### config.mk
export PLATFORM = sky130hd
export DESIGN_NAME = tpio_top
export DESIGN_NICKNAME = d
export VERILOG_FILES = /design/src/tpio_pkg.sv /design/src/tpio_chan.sv /design/src/tpio_sync.sv /design/src/tpio_top.sv
export VERILOG_INCLUDE_DIRS = /design/src
export SDC_FILE = /design/constraint.sdc
export NUM_CORES = 1
export LEC_CHECK = 0
export BUFFER_PORTS_ARGS = -buffer_cell sky130_fd_sc_hd__buf_2
export CAP_MARGIN = 20
export CORE_MARGIN = 2
export CORE_UTILIZATION = 30
export DETAILED_ROUTE_END_ITERATION = 12
export GPL_ROUTABILITY_DRIVEN = 0
export HOLD_SLACK_MARGIN = 0.15
export PLACE_DENSITY_LB_ADDON = 0.3
export SLEW_MARGIN = 20
export SYNTH_ARGS = -nofsm -noshare
export SYNTH_HDL_FRONTEND = slang
export SYNTH_SLANG_ARGS = --single-unit
### constraint.sdc
create_clock -name i_clk -period 3 [get_ports i_clk]
set_input_delay 0.9 -clock i_clk [delete_from_list [all_inputs] [get_ports i_clk]]
set_output_delay 0.9 -clock i_clk [all_outputs]
set_load 0.02 [all_outputs]
### src/tpio_defs.svh
// constants for the timer pin i/o mode block
// Functional notes
// codes 0001-0011 set initial pin level low
// codes 0101-0111 initial high; 0000,0100 disable
// low bits 01 drive pin low on match
// low bits 10 drive pin high on match
// low bits 11 toggle pin on match
// ch4 codes 10xx capture from own pin
// pin capture low bits 00: rising edge
// pin capture low bits 01: falling edge
// pin capture bit1 set: both edges
// ch4 codes 11xx capture on ch3 reg A event
// ch5 bit3 set: own pin, bit2 ignored
// ch3 buffer flag set: reg C inert
// capture copies counter into reg A same cycle
`ifndef TPIO_DEFS_SVH
`define TPIO_DEFS_SVH
`define TPIO_ADDR_CTRL4 4'h0
`define TPIO_ADDR_CTRL5 4'h1
`define TPIO_ADDR_GRA4 4'h2
`define TPIO_ADDR_GRA5 4'h3
`define TPIO_ADDR_GRA3 4'h4
`define TPIO_ADDR_GRC3 4'h5
`define TPIO_ADDR_CTRL3 4'h6
`define TPIO_ADDR_STAT 4'h7
`define TPIO_CTRL_RST 8'h00
`define TPIO_GR_RST 16'hFFFF
`define TPIO_BIT_MODE 3
`define TPIO_BIT_SRC 2
`define TPIO_BIT_INIT 2
`define TPIO_BIT_BOTH 1
`define TPIO_BIT_BFA 4
`define TPIO_LOW_OFF 2'b00
`define TPIO_LOW_CLR 2'b01
`define TPIO_LOW_SET 2'b10
`define TPIO_LOW_TGL 2'b11
`define TPIO_NUM_CH 2
`define TPIO_IDX_CH4 0
`define TPIO_IDX_CH5 1
`define TPIO_CNT_STEP 16'h0001
`endif

### src/tpio_pkg.sv
// types for the timer pin i/o mode block
package tpio_pkg;
   typedef struct packed {
      logic [3:0] addr;
      logic [15:0] wdata;
      logic wr;
      logic rd;
   } tpio_bus_t;
   typedef struct packed {
      logic oe;
      logic lvl;
      logic cap;
      logic match;
   } tpio_chan_out_t;
endpackage

### src/tpio_chan.sv
// one channel: compare output and capture for general register A
`include "tpio_defs.svh"
`timescale 1ns/1ps
module tpio_chan
   import tpio_pkg::*;
(
   input wire logic i_clk,
   input wire logic i_sys_rst,
   input wire logic i_ce,
   input wire logic [3:0] i_mode,
   input wire logic i_ext_src_en,
   input wire logic i_ext_evt,
   input wire logic i_rise,
   input wire logic i_fall,
   input wire logic [15:0] i_count,
   input wire logic i_gr_wr,
   input wire logic [15:0] i_gr_wdata,
   output logic [15:0] o_gr,
   output tpio_chan_out_t o_st
);
   logic [15:0] gr_reg, gr_next;
   logic lvl_reg, lvl_next;
   logic [3:0] mode_q_reg;
   logic is_cap, pin_cap, ext_cap, cap_evt, match;
   // ----------------------------------------
   // mode decode
   // ----------------------------------------
   always_comb begin
      is_cap = i_mode[`TPIO_BIT_MODE];
      // ch5 leaves ext disabled, so bit 2 is ignored there
      ext_cap = is_cap & i_mode[`TPIO_BIT_SRC] & i_ext_src_en & i_ext_evt;
      pin_cap = 1'b0;
      if (is_cap && !(i_mode[`TPIO_BIT_SRC] && i_ext_src_en)) begin
         if (i_mode[`TPIO_BIT_BOTH])
            pin_cap = i_rise | i_fall;
         else if (i_mode[0])
            pin_cap = i_fall;
         else
            pin_cap = i_rise;
      end
      cap_evt = pin_cap | ext_cap;
      match = ~is_cap & (i_count == gr_reg);
   end
   // ----------------------------------------
   // register A and pin level next values
   // ----------------------------------------
   always_comb begin
      gr_next = gr_reg;
      lvl_next = lvl_reg;
      if (cap_evt)
         gr_next = i_count;
      else if (i_gr_wr)
         gr_next = i_gr_wdata;
      if (i_mode != mode_q_reg)
         lvl_next = i_mode[`TPIO_BIT_INIT];
      else if (match) begin
         unique case (i_mode[1:0])
            `TPIO_LOW_CLR: lvl_next = 1'b0;
            `TPIO_LOW_SET: lvl_next = 1'b1;
            `TPIO_LOW_TGL: lvl_next = ~lvl_reg;
            `TPIO_LOW_OFF: lvl_next = lvl_reg;
         endcase
      end
   end
   always_ff @(posedge i_clk) begin
      if (i_sys_rst) begin
         gr_reg <= `TPIO_GR_RST;
         lvl_reg <= 1'b0;
         mode_q_reg <= 4'h0;
         o_st <= '0;
      end else if (i_ce) begin
         gr_reg <= gr_next;
         lvl_reg <= lvl_next;
         mode_q_reg <= i_mode;
         o_st.oe <= ~is_cap & (i_mode[1:0] != `TPIO_LOW_OFF);
         o_st.lvl <= lvl_next;
         o_st.cap <= cap_evt;
         o_st.match <= match;
      end
   end
   assign o_gr = gr_reg;
endmodule

### src/tpio_sync.sv
// two-flop pin synchroniser with edge detect
`timescale 1ns/1ps
module tpio_sync
   import tpio_pkg::*;
(
   input wire logic i_clk,
   input wire logic i_sys_rst,
   input wire logic i_ce,
   input wire logic i_pin,
   output logic o_rise,
   output logic o_fall
);
   logic s1_reg, s2_reg, s3_reg;
   logic s1_next, s2_next, s3_next;
   // ----------------------------------------
   // stage shift; s1 only feeds s2
   // ----------------------------------------
   always_comb begin
      s1_next = i_pin;
      s2_next = s1_reg;
      s3_next = s2_reg;
   end
   always_ff @(posedge i_clk) begin
      if (i_sys_rst) begin
         s1_reg <= 1'b0;
         s2_reg <= 1'b0;
         s3_reg <= 1'b0;
      end else if (i_ce) begin
         s1_reg <= s1_next;
         s2_reg <= s2_next;
         s3_reg <= s3_next;
      end
   end
   // edges compare stage 2 against stage 3 only
   assign o_rise = s2_reg & ~s3_reg;
   assign o_fall = ~s2_reg & s3_reg;
endmodule

### src/tpio_top.sv
// top: registers, counter, ch3 event source, channels 4 and 5
`include "tpio_defs.svh"
`timescale 1ns/1ps
module tpio_top
   import tpio_pkg::*;
(
   input wire logic i_clk,
   input wire logic i_sys_rst,
   input wire logic i_ce,
   input wire tpio_bus_t i_bus,
   input wire logic i_pin_ch4,
   input wire logic i_pin_ch5,
   output logic [15:0] o_rdata,
   output logic o_pin_ch4,
   output logic o_pin_oe_ch4,
   output logic o_pin_ch5,
   output logic o_pin_oe_ch5,
   output logic o_ch3_regc_evt
);
   // ----------------------------------------
   // register bus decode
   // ----------------------------------------
   logic wr_ctrl4;
   logic wr_ctrl5;
   logic wr_ctrl3;
   logic wr_gra4;
   logic wr_gra5;
   logic wr_gra3;
   logic wr_grc3;

   // ----------------------------------------
   // control registers, one byte each
   // ----------------------------------------
   logic [7:0] ctrl4_reg;
   logic [7:0] ctrl4_next;
   logic [7:0] ctrl5_reg;
   logic [7:0] ctrl5_next;
   logic [7:0] ctrl3_reg;
   logic [7:0] ctrl3_next;

   // ----------------------------------------
   // free-running count and the ch3 compare values
   // ----------------------------------------
   logic [15:0] cnt_reg;
   logic [15:0] cnt_next;
   logic [15:0] gra3_reg;
   logic [15:0] gra3_next;
   logic [15:0] grc3_reg;
   logic [15:0] grc3_next;

   // ----------------------------------------
   // ch3 event pulses and read path
   // ----------------------------------------
   logic ch3_evt_reg;
   logic ch3_evt_next;
   logic regc_evt_next;
   logic [15:0] rdata_next;

   // ----------------------------------------
   // per-channel wiring: index 0 is ch4, index 1 is ch5
   // ----------------------------------------
   logic pin_in [`TPIO_NUM_CH];
   logic pin_rise [`TPIO_NUM_CH];
   logic pin_fall [`TPIO_NUM_CH];
   logic ext_en [`TPIO_NUM_CH];
   logic ext_evt [`TPIO_NUM_CH];
   logic gr_wr [`TPIO_NUM_CH];
   logic [3:0] mode [`TPIO_NUM_CH];
   logic [15:0] gr [`TPIO_NUM_CH];
   tpio_chan_out_t st [`TPIO_NUM_CH];

   // ----------------------------------------
   // write strobe decode
   // ----------------------------------------
   // one hit line per register keeps the next-value groups small
   always_comb begin
      wr_ctrl4 = 1'b0;
      wr_ctrl5 = 1'b0;
      wr_ctrl3 = 1'b0;
      wr_gra4 = 1'b0;
      wr_gra5 = 1'b0;
      wr_gra3 = 1'b0;
      wr_grc3 = 1'b0;
      if (i_bus.wr) begin
         unique case (i_bus.addr)
            `TPIO_ADDR_CTRL4: wr_ctrl4 = 1'b1;
            `TPIO_ADDR_CTRL5: wr_ctrl5 = 1'b1;
            `TPIO_ADDR_CTRL3: wr_ctrl3 = 1'b1;
            `TPIO_ADDR_GRA4: wr_gra4 = 1'b1;
            `TPIO_ADDR_GRA5: wr_gra5 = 1'b1;
            `TPIO_ADDR_GRA3: wr_gra3 = 1'b1;
            `TPIO_ADDR_GRC3: wr_grc3 = 1'b1;
            default: ;
         endcase
      end
   end

   // ----------------------------------------
   // control registers
   // ----------------------------------------
   // software owns these; writes to unmapped addresses fall through
   always_comb begin
      ctrl4_next = ctrl4_reg;
      ctrl5_next = ctrl5_reg;
      ctrl3_next = ctrl3_reg;
      if (wr_ctrl4)
         ctrl4_next = i_bus.wdata[7:0]; // upper byte is dropped, reads back zero
      if (wr_ctrl5)
         ctrl5_next = i_bus.wdata[7:0];
      if (wr_ctrl3)
         ctrl3_next = i_bus.wdata[7:0];
   end

   // register only; frozen while the clock enable is low
   always_ff @(posedge i_clk) begin
      if (i_sys_rst) begin
         ctrl4_reg <= `TPIO_CTRL_RST;
         ctrl5_reg <= `TPIO_CTRL_RST;
         ctrl3_reg <= `TPIO_CTRL_RST;
      end else if (i_ce) begin
         ctrl4_reg <= ctrl4_next;
         ctrl5_reg <= ctrl5_next;
         ctrl3_reg <= ctrl3_next;
      end
   end

   // ----------------------------------------
   // ch3 register A compare value
   // ----------------------------------------
   // plain storage, software loads it
   always_comb begin
      gra3_next = gra3_reg;
      if (wr_gra3)
         gra3_next = i_bus.wdata;
   end

   // register only
   always_ff @(posedge i_clk) begin
      if (i_sys_rst) begin
         gra3_reg <= `TPIO_GR_RST;
      end else if (i_ce) begin
         gra3_reg <= gra3_next;
      end
   end

   // ----------------------------------------
   // ch3 register C compare value
   // ----------------------------------------
   // still writable in buffer mode, it just makes no events then
   always_comb begin
      grc3_next = grc3_reg;
      if (wr_grc3)
         grc3_next = i_bus.wdata;
   end

   // register only
   always_ff @(posedge i_clk) begin
      if (i_sys_rst) begin
         grc3_reg <= `TPIO_GR_RST;
      end else if (i_ce) begin
         grc3_reg <= grc3_next;
      end
   end

   // ----------------------------------------
   // timer count
   // ----------------------------------------
   // wraps silently; compares and captures all see this same value
   always_comb begin
      cnt_next = cnt_reg + `TPIO_CNT_STEP;
   end

   // register only
   always_ff @(posedge i_clk) begin
      if (i_sys_rst) begin
         cnt_reg <= '0;
      end else if (i_ce) begin
         cnt_reg <= cnt_next;
      end
   end

   // ----------------------------------------
   // ch3 register A event
   // ----------------------------------------
   // compare match only; a ch3 capture source is not built here
   always_comb begin
      ch3_evt_next = (cnt_reg == gra3_reg);
   end

   // one cycle of delay, so ch4 takes the count after the match
   always_ff @(posedge i_clk) begin
      if (i_sys_rst) begin
         ch3_evt_reg <= 1'b0;
      end else if (i_ce) begin
         ch3_evt_reg <= ch3_evt_next;
      end
   end

   // ----------------------------------------
   // ch3 register C event
   // ----------------------------------------
   // buffered reg C makes no compare or capture events
   always_comb begin
      regc_evt_next = ~ctrl3_reg[`TPIO_BIT_BFA] & (cnt_reg == grc3_reg);
   end

   // the pulse leaves straight from a flop
   always_ff @(posedge i_clk) begin
      if (i_sys_rst) begin
         o_ch3_regc_evt <= 1'b0;
      end else if (i_ce) begin
         o_ch3_regc_evt <= regc_evt_next;
      end
   end

   // ----------------------------------------
   // read path
   // ----------------------------------------
   // data stand one cycle only; idle cycles return zero
   always_comb begin
      rdata_next = 16'h0000;
      if (i_bus.rd) begin
         unique case (i_bus.addr)
            `TPIO_ADDR_CTRL4: rdata_next = {8'h00, ctrl4_reg};
            `TPIO_ADDR_CTRL5: rdata_next = {8'h00, ctrl5_reg};
            `TPIO_ADDR_CTRL3: rdata_next = {8'h00, ctrl3_reg};
            `TPIO_ADDR_GRA4: rdata_next = gr[`TPIO_IDX_CH4];
            `TPIO_ADDR_GRA5: rdata_next = gr[`TPIO_IDX_CH5];
            `TPIO_ADDR_GRA3: rdata_next = gra3_reg;
            `TPIO_ADDR_GRC3: rdata_next = grc3_reg;
            `TPIO_ADDR_STAT: rdata_next = {12'h000, st[`TPIO_IDX_CH5].cap, st[`TPIO_IDX_CH5].match,
               st[`TPIO_IDX_CH4].cap, st[`TPIO_IDX_CH4].match};
            default: rdata_next = 16'h0000;
         endcase
      end
   end

   // register only
   always_ff @(posedge i_clk) begin
      if (i_sys_rst) begin
         o_rdata <= 16'h0000;
      end else if (i_ce) begin
         o_rdata <= rdata_next;
      end
   end

   // ----------------------------------------
   // channel wiring
   // ----------------------------------------
   // only ch4 may take the ch3 event, so ch5 ignores mode bit 2 in capture modes
   assign pin_in[`TPIO_IDX_CH4] = i_pin_ch4;
   assign pin_in[`TPIO_IDX_CH5] = i_pin_ch5;
   assign ext_en[`TPIO_IDX_CH4] = 1'b1;
   assign ext_en[`TPIO_IDX_CH5] = 1'b0;
   assign ext_evt[`TPIO_IDX_CH4] = ch3_evt_reg;
   assign ext_evt[`TPIO_IDX_CH5] = 1'b0;
   assign mode[`TPIO_IDX_CH4] = ctrl4_reg[3:0];
   assign mode[`TPIO_IDX_CH5] = ctrl5_reg[3:0];
   assign gr_wr[`TPIO_IDX_CH4] = wr_gra4;
   assign gr_wr[`TPIO_IDX_CH5] = wr_gra5;

   // ----------------------------------------
   // channels
   // ----------------------------------------
   // same hardware per channel; differences come in through the wiring
   for (genvar ch = 0; ch < `TPIO_NUM_CH; ch++) begin : g_chan
      // pins are asynchronous, two flops before the edge detect
      tpio_sync u_sync (
         .i_clk(i_clk),
         .i_sys_rst(i_sys_rst),
         .i_ce(i_ce),
         .i_pin(pin_in[ch]),
         .o_rise(pin_rise[ch]),
         .o_fall(pin_fall[ch])
      );
      // compare output and capture for register A
      tpio_chan u_chan (
         .i_clk(i_clk),
         .i_sys_rst(i_sys_rst),
         .i_ce(i_ce),
         .i_mode(mode[ch]),
         .i_ext_src_en(ext_en[ch]),
         .i_ext_evt(ext_evt[ch]),
         .i_rise(pin_rise[ch]),
         .i_fall(pin_fall[ch]),
         .i_count(cnt_reg),
         .i_gr_wr(gr_wr[ch]),
         .i_gr_wdata(i_bus.wdata),
         .o_gr(gr[ch]),
         .o_st(st[ch])
      );
   end

   // ----------------------------------------
   // pin outputs
   // ----------------------------------------
   // levels and enables are already flops inside each channel
   assign o_pin_ch4 = st[`TPIO_IDX_CH4].lvl;
   assign o_pin_oe_ch4 = st[`TPIO_IDX_CH4].oe;
   assign o_pin_ch5 = st[`TPIO_IDX_CH5].lvl;
   assign o_pin_oe_ch5 = st[`TPIO_IDX_CH5].oe;
endmodule

==> metrics.md <==
| Metric | Value |
|---|---|
| Outcome | `completed` |
| Cts bufs inserted | `17` |
| RSZ-0062 raised after global routing | `no` |
| Sum Neg Setup Slack | `0 ns` |
| Dominant synthesized flop cell | `dfxtp_1` |
| Avg Vias per Cell | `just over 5` |
| WL/cell | `18.87 um` |
| Finished Core Util | `0.3540` |
| Slowest-stage cell, CP | `or2_1` |
| Syn_area_per_cell | `just under 9 um^2` |
| Sw Share | `0.2387` |
| IO Port Bufs | `between 40 and 50` |
| Count leader, synth | `dfxtp_1` |
| Sequential Power Share | `0.441` |
| Yosys cell types | `56` |
| Antenna violations before repair | `0` |
| Area Overhead vs Synth | `16.76%` |
| First-pass GRT wire length | `approximately 35 mm` |
| Worst rel slew slack | `0.2047` |
| Warnings from Yosys | `0` |
| Hold Buf Count CTS | `0` |
| Pint | `3390 uW` |
| CP top delay family | `simple AND/OR/NAND/NOR gates` |
| Required @ worst endpoint | `about 3.3 ns` |
| H-Tree Level Count | `4` |
| Max-slew violations | `0` |
| Syn Nets | `858` |
| Die ar. | `25,630 um^2` |
| Core outline area | `24,110 um^2` |
| Via count | `6,105` |
| Area contributors post-synth | `dfxtp_1, mux2i_1, xnor2_1` |
| Fmax | `388.1 MHz` |
| Worst path bufs/invs | `1` |
| CP Class | `flop to flop` |
| Endpoints failing setup | `0` |
| CP max stage delay | `0.95 ns` |
| Post-CTS setup buffer count | `0` |
| Chip Height | `160.1 um` |
| Number of flops mapped to enable cells by yosys | `0` |
| Worst slew pin tran | `1.193 ns` |
| I/O pins | `48` |
| CP Cell Sequence | `inv_1 -> ha_1 -> nand2_1 -> o2111a_1 -> or2_1 -> mux2i_1 -> o211ai_1` |
| Largest net degree at the start of global routing | `81` |
| Clk root buf | `clkbuf_16` |
| Resize count post-CTS | `0` |
| Cell Area, Synth | `7310 um^2` |
| Drt pass-1 iters | `5` |
| Setup Skew | `0.009271 ns` |
| Layout Nets | `887` |
| Critical Path End Type | `flop` |
| Crit path time final | `2.577 ns` |
| DRT iter0 DRCs | `508` |
| Largest register FFs | `32` |
| Cell total after placement | `1,160` |
| Final worst-path cycle share | `0.8589` |
| CTS Sinks | `144` |
| Finished Layout Cells | `1,192` |
| Peak VDD IR | `between 0.3 and 0.4 mV` |
| Max cap viols | `0` |
| Initial cell density of the core | `0.3032` |
| Clock network power share | `0.490` |
| Leakage power | `0.003610 uW` |
| Max FO, Critical Path | `17` |
| Clock Pin Slew Worst Setup and Hold Paths | `0.06 ns` |
| CP Data Arrival Time | `approximately 2.9 ns` |
| All-layer global routing usage | `0.1765` |
| Syn Inst Count | `between 800 and 900` |
| Register bit total from synthesis | `144` |
| Layout cells sized above 1 | `0.1521` |
| Clk buf depth | `2` |
| WL final | `22.49 mm` |
| Worst hold path class | `flop to flop` |
| PD cells | `521.7 nW/um^2` |
| Number of global-route vias before repair | `5,785` |
| Final hold violation count | `0` |
| Post-synth ARST share | `0` |
| Critical Path Source Type | `flop` |
| Post-synthesis sequential area ratio | `0.3944` |
| Hold Worst Slack | `0.4532 ns` |
| Largest area contributor in the netlist | `dfxtp_1` |
| DR DRC count | `0` |
| Gr ovfl total | `0` |
| Cell Rows | `57` |
| Final HPWL from detailed placement | `~16 mm` |
| Antenna Violating Nets Remaining | `0` |
| CTS tree | `done` |
| Switching pwr | `1063 uW` |
| Synth top cells by count | `dfxtp_1, nand2_1, mux2i_1, nor2_1, xnor2_1` |
| ANT cells | `0` |
| Gate power share | `0.069` |
| Top-area cell type share of the netlist area | `0.3944` |
| Clk_lat worst skew | `0.43 ns` |
| Die Width | `160.1 um` |
[logic make-up (layout without fill, tap and decap cells)]
group | after synthesis | after routing | synth area share
flip-flops | 144 | 144 | 0.3944
XOR/XNOR | 85 | 85 | 0.1018
adder cells (fa/ha/maj) | 5 | 5 | 0.008559
AO/OA/AOI/OAI | 123 | 123 | 0.1152
multiplexers | 105 | 105 | 0.1505
buffers and inverters | 80 | 122 | 0.04896
AND/OR/NAND/NOR | 284 | 284 | 0.1806
[tightest hold or removal path, stage by stage, from the launching register on]
cell	delay, ns
dfxtp_1	0.31
nand2_1	0.05
a21oi_1	0.05
[cell type report]
type / count / area (um^2)
inverters: 9 / 33.78
flip-flops and latches: 144 / 2883
repair buffers: 81 / 515.5
well taps: 324 / 405.4
clock buffers: 24 / 501.7
multi-input cells: 602 / 4094
fillers: 2554 / 15570
clock inverters: 8 / 101.3
[power groups by stage]
stage	Clock [uW]	Sequential (uW)	Combinational (uW)
floorplan	0	2000	191
global placement	0	2000	305
detailed placement	0	2000	304
CTS	2220	1960	306
global route	2310	1960	332
finish	2180	1960	307
[per-stage QoR]
stage	instance area [um^2]	setup WS, ns	total power, uW
final	8534	0.4234	4452
after global routing	8534	0.3431	4603
after CTS	8534	0.4441	4487
after detailed placement	7931	0.4685	2308
after global placement	7931	0.4907	2308
after floorplan	7310	0.6362	2187
[worst paths after layout]
path	start	to	slack (ns)	depth (start not counted)
max	g_chan[0].u_sync.s3_reg	g_chan[0].u_chan.o_gr[1]	0.42	7
min	o_rdata[0]	o_rdata[0]	0.45	2
max reg2reg	g_chan[0].u_sync.s3_reg	g_chan[0].u_chan.o_gr[1]	0.42	7
min reg2reg	o_rdata[0]	o_rdata[0]	0.45	2
[routing by layer]
metal,track usage,share of wire
met5,0,0
met4,0.05692,0.018
met3,0.03247,0.054
met2,0.2719,0.45
met1,0.2491,0.48
[layout by cell type, fill, tap and decap left out, drive strengths merged, types with 6 or more instances in the layout]
cell    instances
dfxtp         144
nand2         105
mux2i          96
buf            81
nor2           80
xnor2          61
a21oi          33
o211ai         33
xor2           24
clkbuf         24
nand3          22
a22oi          21
nand4          18
nor4           11
o21ai          11
inv            10
nor3            8
nor2b           7
and3            6
mux2            6
No activity file was read; power rests on OpenSTA's default activity.
